## config.mk

```make
export PLATFORM = sky130hd
export DESIGN_NAME = fed_front_end
export DESIGN_NICKNAME = d
export VERILOG_FILES = /design/src/rtl/fed_pkg.sv /design/src/rtl/fed_front_end.sv /design/src/rtl/fed_pick_mem.sv
export SDC_FILE = /design/constraint.sdc
export NUM_CORES = 2
export LEC_CHECK = 0
export BUFFER_PORTS_ARGS = -buffer_cell sky130_fd_sc_hd__buf_2
export CORE_MARGIN = 4
export CORE_UTILIZATION = 23
export DETAILED_ROUTE_END_ITERATION = 6
export SLEW_MARGIN = 20
export SYNTH_ARGS = -nofsm -noshare
export SYNTH_HDL_FRONTEND = slang
export SYNTH_SLANG_ARGS = --single-unit
```

## constraint.sdc

```tcl
create_clock -name i_clock -period 48.1 [get_ports i_clock]
set_input_delay 2.405 -clock i_clock [delete_from_list [all_inputs] [get_ports i_clock]]
set_output_delay 2.405 -clock i_clock [all_outputs]
set_load 0.005 [all_outputs]
```

## src/rtl/fed_pkg.sv

```systemverilog
// Shared constants, types and decode helpers for the fetch/decode front end
// How it works
// - Fetch reads 32-byte aligned instruction packets
// - Packet bytes merge into 32-byte pick window
// - Load-op integer forms decode fast, four per cycle
// - Wide address-compute forms single path, two cycles
// - 16-bit address-compute form goes through microcode
// - 32-bit writes in long mode zero upper half
// - 64-bit operands in long mode need extension prefix
// - Upper eight registers also need extension prefix
// - Long mode gives sixteen vector registers, else eight
// - FP stack and 64-bit media keep eight registers
// - Misalignment mask suppresses vector protection faults
package fed_pkg;
  localparam int unsigned PKT_BYTES = 32;
  localparam int unsigned PKT_BITS  = PKT_BYTES * 8;
  localparam int unsigned ALIGN_W   = 5;
  localparam int unsigned OFF_W     = 6;
  localparam int unsigned SLOTS     = 4;
  localparam logic [63:0] RESET_FETCH_ADDR = 64'h0000_0000_0000_0000;
  localparam logic [OFF_W-1:0] WIN_END = 6'h20;
  localparam logic [OFF_W-1:0] OFF_RESET = 6'h00;
  localparam logic [63:0] PKT_STEP = 64'h0000_0000_0000_0020;
  localparam logic [7:0] OPSIZE_PFX   = 8'h66;
  localparam logic [3:0] EXT_PFX_HI   = 4'h4;
  localparam logic [7:0] OPC_ADD_LD   = 8'h03;
  localparam logic [7:0] OPC_ADDR_CMP = 8'h8D;
  localparam logic [7:0] OPC_VEC_LDOP = 8'h58;
  localparam logic [7:0] OPC_NOP      = 8'h90;
  localparam int unsigned EXT_W_BIT = 3;
  localparam int unsigned EXT_R_BIT = 2;
  localparam logic [2:0] LAT_FAST   = 3'h1;
  localparam logic [2:0] LAT_ACMP   = 3'h2;
  localparam logic [2:0] LAT_UCODE  = 3'h4;
  localparam logic [4:0] VEC_REGS_LONG   = 5'h10;
  localparam logic [4:0] VEC_REGS_LEGACY = 5'h08;
  localparam logic [3:0] FP_STACK_REGS   = 4'h8;
  localparam logic [3:0] MEDIA64_REGS    = 4'h8;
  localparam int unsigned MISALIGN_MASK_BIT = 17;
  localparam int unsigned VEC_ALIGN_W = 4;

  typedef enum logic [1:0] {
    single_decode_fast_path,
    single_macro_op_path,
    microcode_sequenced_path
  } fed_path_type;

  typedef enum logic [0:0] {ST_FETCH, ST_PICK} fed_state_type;

  typedef struct packed {
    logic         valid;
    fed_path_type path;
    logic [2:0]   len;
    logic [2:0]   lat;
    logic         load_op;
    logic         is_acmp;
    logic         wide64;
    logic         zext;
    logic         ext_pfx;
    logic [3:0]   reg_idx;
    logic         illegal;
  } fed_slot_type;

  function automatic logic [7:0] win_byte(logic [PKT_BITS-1:0] win,
                                          logic [OFF_W-1:0] idx);
    win_byte = (idx < WIN_END) ? win[{idx[ALIGN_W-1:0], 3'h0} +: 8] : 8'h00;
  endfunction

  function automatic fed_slot_type dec_at(logic [PKT_BITS-1:0] win,
                                          logic [OFF_W-1:0] off,
                                          logic lm);
    fed_slot_type s;
    logic [OFF_W-1:0] i;
    logic [7:0] b, op, mrm;
    logic p66, ext;
    logic [3:0] pfx;
    s = '0;
    i = off;
    b = win_byte(win, i);
    p66 = (b == OPSIZE_PFX);
    if (p66) i = i + 6'h01;
    b = win_byte(win, i);
    ext = lm && (b[7:4] == EXT_PFX_HI);
    pfx = ext ? b[3:0] : 4'h0;
    if (ext) i = i + 6'h01;
    op  = win_byte(win, i);
    mrm = win_byte(win, i + 6'h01);
    s.valid   = 1'b1;
    s.ext_pfx = ext;
    s.wide64  = ext && pfx[EXT_W_BIT];
    s.reg_idx = {ext && pfx[EXT_R_BIT], mrm[5:3]};
    s.len     = (op == OPC_NOP) ? 3'(i - off + 6'h01) : 3'(i - off + 6'h02);
    s.lat     = LAT_FAST;
    s.path    = single_decode_fast_path;
    if (op == OPC_NOP) begin
      s.reg_idx = 4'h0;
    end else if (op == OPC_ADD_LD) begin
      s.load_op = (mrm[7:6] != 2'h3);
      s.zext    = lm && !s.wide64 && !p66;
    end else if (op == OPC_ADDR_CMP) begin
      s.is_acmp = 1'b1;
      s.zext    = lm && !s.wide64 && !p66;
      s.path    = p66 ? microcode_sequenced_path : single_macro_op_path;
      s.lat     = p66 ? LAT_UCODE : LAT_ACMP;
    end else if (op == OPC_VEC_LDOP) begin
      s.load_op = (mrm[7:6] != 2'h3);
      s.path    = single_macro_op_path;
    end else begin
      s.illegal = 1'b1;
      s.path    = microcode_sequenced_path;
      s.lat     = LAT_UCODE;
    end
    dec_at = s;
  endfunction
endpackage
```

## src/rtl/fed_front_end.sv

```systemverilog
// Instruction fetch, pick window and operand-width decode front end
`timescale 1ns/1ps
`default_nettype none
module fed_front_end
  import fed_pkg::*;
(
  input  wire logic                i_clock,         // Core clock, 20 MHz
  input  wire logic                i_rst_n,         // Sync reset, active low
  input  wire logic                i_ce,            // Clock enable
  input  wire logic                i_long_mode,     // 64-bit mode active
  input  wire logic                i_redirect,      // Restart fetch, pulse
  input  wire logic [63:0]         i_redirect_addr, // Restart byte address
  input  wire logic                i_pkt_valid,     // Cache packet ready
  input  wire logic [PKT_BITS-1:0] i_pkt_data,      // Cache packet bytes
  input  wire logic                i_dec_ready,     // Downstream takes group
  input  wire logic [31:0]         i_vcsw,          // Vector control word
  input  wire logic                i_vec_chk,       // Vector load-op check
  input  wire logic [VEC_ALIGN_W-1:0] i_vec_addr_lo, // Operand addr low bits
  output logic                     o_fetch_req,     // Packet request
  output logic [63:0]              o_fetch_addr,    // Aligned packet addr
  output fed_slot_type [SLOTS-1:0] o_slot,          // Decoded group
  output logic                     o_gp_fault,      // Protection fault
  output logic [4:0]               o_vec_regs,      // Vector regs usable
  output logic [3:0]               o_fp_regs,       // FP stack regs
  output logic [3:0]               o_media_regs     // 64-bit media regs
);
  fed_state_type state_r, state_nxt;
  logic [OFF_W-1:0] off_r, off_nxt;
  logic [63:0] addr_r, addr_nxt;
  logic req_r, req_nxt;
  fed_slot_type [SLOTS-1:0] slot_r, slot_nxt;
  logic gp_r;
  logic [4:0] vec_r;
  logic [3:0] fp_r;
  logic [3:0] media_r;
  logic [PKT_BITS-1:0] win_w;
  logic [OFF_W-1:0] off_w [SLOTS+1];
  fed_slot_type dec_w [SLOTS];
  logic take_w [SLOTS];
  logic fit_w [SLOTS];
  wire logic accept_w;
  wire logic any_w;
  wire logic misalign_w;
  wire logic gp_nxt_w;

  // Packet taken only while a request stands and no redirect overrides it
  assign accept_w = (state_r == ST_FETCH) && req_r && i_pkt_valid && !i_redirect;
  assign any_w    = take_w[0];

  fed_pick_mem u_win (
    .i_clock (i_clock),
    .i_rst_n (i_rst_n),
    .i_ce    (i_ce),
    .i_wr    (accept_w),
    .i_wdata (i_pkt_data),
    .o_rdata (win_w)
  );

  // Chained length decode across the window, up to four per cycle
  assign off_w[0] = off_r;
  genvar k;
  generate
    for (k = 0; k < SLOTS; k++) begin : g_slot
      assign dec_w[k] = dec_at(win_w, off_w[k], i_long_mode);
      assign fit_w[k] = ({1'b0, off_w[k]} + {4'h0, dec_w[k].len}) <= {1'b0, WIN_END};
      if (k == 0) begin : g_first
        // A microcoded form may only lead, and then goes alone
        assign take_w[k] = fit_w[k];
      end else begin : g_next
        assign take_w[k] = take_w[k-1] && fit_w[k]
                         && (dec_w[k-1].path != microcode_sequenced_path)
                         && (dec_w[k].path != microcode_sequenced_path);
      end
      assign off_w[k+1] = take_w[k] ? off_w[k] + {3'h0, dec_w[k].len} : off_w[k];
    end
  endgenerate

  always_comb begin
    state_nxt = state_r;
    off_nxt   = off_r;
    addr_nxt  = addr_r;
    req_nxt   = req_r;
    slot_nxt  = '0;
    if (i_redirect) begin
      // Packet base is always aligned; entry point kept as window offset
      addr_nxt  = {i_redirect_addr[63:ALIGN_W], 5'h00};
      off_nxt   = {1'b0, i_redirect_addr[ALIGN_W-1:0]};
      req_nxt   = 1'b1;
      state_nxt = ST_FETCH;
    end else begin
      unique case (state_r)
        ST_FETCH: begin
          req_nxt = 1'b1;
          if (accept_w) begin
            addr_nxt  = addr_r + PKT_STEP;
            req_nxt   = 1'b0;
            state_nxt = ST_PICK;
          end
        end
        ST_PICK: begin
          if (!any_w) begin
            // Bytes that cannot form a whole instruction are dropped
            off_nxt   = OFF_RESET;
            req_nxt   = 1'b1;
            state_nxt = ST_FETCH;
          end else if (i_dec_ready) begin
            off_nxt = off_w[SLOTS];
            for (int j = 0; j < SLOTS; j++) begin
              slot_nxt[j]       = dec_w[j];
              slot_nxt[j].valid = take_w[j];
            end
          end
        end
      endcase
    end
  end

  // Unaligned vector operand faults unless the mask bit is set
  assign misalign_w = (i_vec_addr_lo != '0);
  assign gp_nxt_w   = i_vec_chk && misalign_w && !i_vcsw[MISALIGN_MASK_BIT];

  always_ff @(posedge i_clock) begin
    if (!i_rst_n) begin
      state_r <= ST_FETCH;
      off_r   <= OFF_RESET;
      addr_r  <= RESET_FETCH_ADDR;
      req_r   <= 1'b0;
      slot_r  <= '0;
    end else if (i_ce) begin
      state_r <= state_nxt;
      off_r   <= off_nxt;
      addr_r  <= addr_nxt;
      req_r   <= req_nxt;
      slot_r  <= slot_nxt;
    end
  end

  always_ff @(posedge i_clock) begin
    if (!i_rst_n) begin
      gp_r    <= 1'b0;
      vec_r   <= VEC_REGS_LEGACY;
      fp_r    <= FP_STACK_REGS;
      media_r <= MEDIA64_REGS;
    end else if (i_ce) begin
      gp_r    <= gp_nxt_w;
      vec_r   <= i_long_mode ? VEC_REGS_LONG : VEC_REGS_LEGACY;
      fp_r    <= FP_STACK_REGS;
      media_r <= MEDIA64_REGS;
    end
  end

  assign o_fetch_req  = req_r;
  assign o_fetch_addr = addr_r;
  assign o_slot       = slot_r;
  assign o_gp_fault   = gp_r;
  assign o_vec_regs   = vec_r;
  // Architectural limit, not a mode: registered so every output is a flop
  assign o_fp_regs    = fp_r;
  assign o_media_regs = media_r;
endmodule
`default_nettype wire

```

## src/rtl/fed_pick_mem.sv

```systemverilog
// Pick window storage: one 32-byte packet, read data held in a register
`timescale 1ns/1ps
`default_nettype none
module fed_pick_mem
  import fed_pkg::*;
(
  input  wire logic                i_clock,  // Core clock
  input  wire logic                i_rst_n,  // Sync reset, active low
  input  wire logic                i_ce,     // Clock enable
  input  wire logic                i_wr,     // Load a new packet
  input  wire logic [PKT_BITS-1:0] i_wdata,  // Packet bytes
  output logic      [PKT_BITS-1:0] o_rdata   // Window contents
);
  always_ff @(posedge i_clock) begin
    if (!i_rst_n) begin
      o_rdata <= '0;
    end else if (i_ce && i_wr) begin
      o_rdata <= i_wdata;
    end
  end
endmodule
`default_nettype wire

```

==> impl_metrics.toml <==
[global_routing]
grt.total_usage_pct = 37.86
overflow = 0
grt_pass1_vias = 62210
antenna_found_initial = 67
grt_pass1_wl_mm = 593.8
grt_max_degree = 164

[clock_network]
cts_buffer_depth = 3
htree_levels = 2
cts.reportedPaths.clkPinSlew_ns = 0.08
clock_sinks = 398
cts_made_buffers = 48
cts_tree = "built"
clk_latency_ns = 0.72
root_buffer = "clkbuf_16"
cts_resized = 0
cts_setup_buffers = 0
cts_hold_buf = 0

[yosys]
ys_ff_latch = 398
yosysWarnings = 0
synth_edf_count = 0
ys_types = 151
syn-cell-area_um2 = 51040
async_flop_share_pct = 0
syn-instance-count = 6750
seq_area_frac_synth_pct = 15.61
synth-main-ff-cell = "dfxtp_1"
postSynthAreaPerCell_um2 = 7.561

[sta]
fin_crit_sh_pct = 94.33
min_period_ns = 45.37
rsz0062_at_grt = "false"
finalClockSkew_ns = 0.06423
slew_violations = 0
hold_viol = 0
fmax_mhz = 22.04
setup_viol = 0
totalNegativeSetupSlack_ns = 0
slew_headroom_pct = 8.734
worst_slew_pin_slew_ns = 1.350

[critical_path]
worstPathMaxFanout = 36
startpoint_type = "register"
endpoint_kind = "register"
critPathTopFamily = "compound AO/OA/AOI/OAI gates"
required_ns = 48.69
worstSetupPathType = "register to register"
max_stage_delay_ns = 1.00
cpMostUsedCell = "buf_4"
slowest_stage = "nand3b_1"
crit_arrival_ns = 45.97
critPathBufInv = 33

[route]
route.detailed.drc = 0
vias_per_cell = 6.493
drt_first_pass_iters = 7
wl_per_cell_um = 43.59
dr.first_iter.drc_count = 10920
num_vias = 68060
drt-total-wl_mm = 456.9
antenna_left = 0

[placement]
port_buffers = 471
place_congestion = 1.140
dp_hpwl_mm = 348.1

[floorplan]
ioPinCount = 519
die_x_um = 479.1
die_area_um2 = 229500
std_cell_rows = 172
initial_core_util_pct = 23.18
core_um2 = 220200
die_y_um = 479.1

[job]
cap_violations = 0

[min_path]
hold_class = "register to register"

[outcome]
status = "finished, final reports clean"

[finish]
mostFrequentLayoutCell = "nand2_1"
syn_to_final_growth_pct = 25.77
final_cell_mix = "1283 x nand2_1, 905 x buf_4, 469 x buf_2, 391 x dfxtp_1, 360 x nor2_1"
nets = 7837
drive_above_1_share_pct = 28.83
fill_cells = 23830
flip-flops by register name, indices dropped and copies added (netlist names):
register,count
o_fetch_addr,59
o_fetch_req,1
o_gp_fault,1
o_slot,72
o_vec_regs,2
off_r,6
state_r,1
u_win.o_rdata,256
synthesized netlist by cell type, types with 76 or more instances:
cell type  instances  area, µm²
nand3_1          194      970.9
a211oi_1          76      570.6
o211ai_1         115      863.3
inv_1             91      341.6
nand2_1         1284       4820
a21oi_1          290       1451
o21ai_0          294       1471
o22ai_1          191       1195
nor2b_1           92      575.6
a31oi_1          103      644.4
clkbuf_1         576       2162
and2_1            87      544.3
nor2_1           366       1374
buf_2            120      600.6
mux4_2           349       7860
and3_1            97      606.8
mux2i_1          248       2482
dfxtp_1          398       7968
nor3_1           142      710.7
a21boi_0         280       2102
final timing paths:
kind | start | to | slack (ns) | depth (start not counted)
min reg2reg | u_win.o_rdata[140]$_SDFFE_PN0P_ | u_win.o_rdata[140]$_SDFFE_PN0P_ | 0.47 | 2
max | off_r[2]$_SDFFE_PN0P_ | off_r[4]$_SDFFE_PN0P_ | 2.73 | 135
min | u_win.o_rdata[140]$_SDFFE_PN0P_ | u_win.o_rdata[140]$_SDFFE_PN0P_ | 0.47 | 2
max reg2reg | off_r[2]$_SDFFE_PN0P_ | off_r[4]$_SDFFE_PN0P_ | 2.73 | 135
routing by layer:
metal	vias up	GRT usage (%)	share of wire, %
li1	26750	-	-
met1	33790	45.26	37
met2	5896	52.29	39
met3	1595	16.63	14
met4	30	30.12	10
met5	-	0.6007	0.080
cell families (layout without fill, tap and decap cells):
family / Yosys count / after routing / synth area share [%]
other cells: 2 / 65 / 0.01471
buf+inv: 920 / 1631 / 7.575
compound gates: 2019 / 2019 / 28.22
mux: 657 / 657 / 21.63
xor+xnor: 85 / 85 / 1.591
fa+ha+maj: 37 / 37 / 1.025
simple gates: 2632 / 2632 / 24.33
flops: 398 / 398 / 15.61
metrics by stage:
| stage | setup slack (ns) | util (%) | hold WS [ns] | area, µm² | instances |
|---|---|---|---|---|---|
| finish | 2.726 | 29.16 | 0.4659 | 64190 | 10480 |
| global route | 2.484 | 29.10 | 0.4888 | 64080 | 10440 |
| CTS | 5.022 | 29.08 | 0.4706 | 64010 | 10430 |
| detailed placement | 5.260 | 28.30 | 0.4630 | 62300 | 10340 |
| global placement | 5.143 | 28.25 | 0.4517 | 62200 | 10340 |
| floorplan | 14.58 | - | 0.4564 | 51090 | 6764 |
worst register-to-register path: cells and delay by family, from the launching register on:
family / cells / cell delay, ns
adders and majority gates: 7 / 2.74
DFF: 1 / 0.31
xor gates and xnor gates: 7 / 2.15
and+or+nand+nor: 38 / 13.65
buffers and inverters: 33 / 8.41
muxes: 3 / 1.30
AOI/OAI and AO/OA: 47 / 16.68
cell type report:
cell class / instances / area, µm² / share of cell area, %
Antenna cell: 49 / 122.6 / 0.1910
Sequential cell: 398 / 7976 / 12.43
Tap cell: 2958 / 3701 / 5.766
Clock buffer: 61 / 1341 / 2.090
Clock inverter: 28 / 367.9 / 0.5731
Timing Repair Buffer: 1433 / 10310 / 16.06
Multi-Input combinational cell: 5446 / 39950 / 62.24
Inverter: 109 / 420.4 / 0.6550
Power is not shown: default switching activity piles up to over one toggle a cycle in this logic, so the estimate is an artifact.
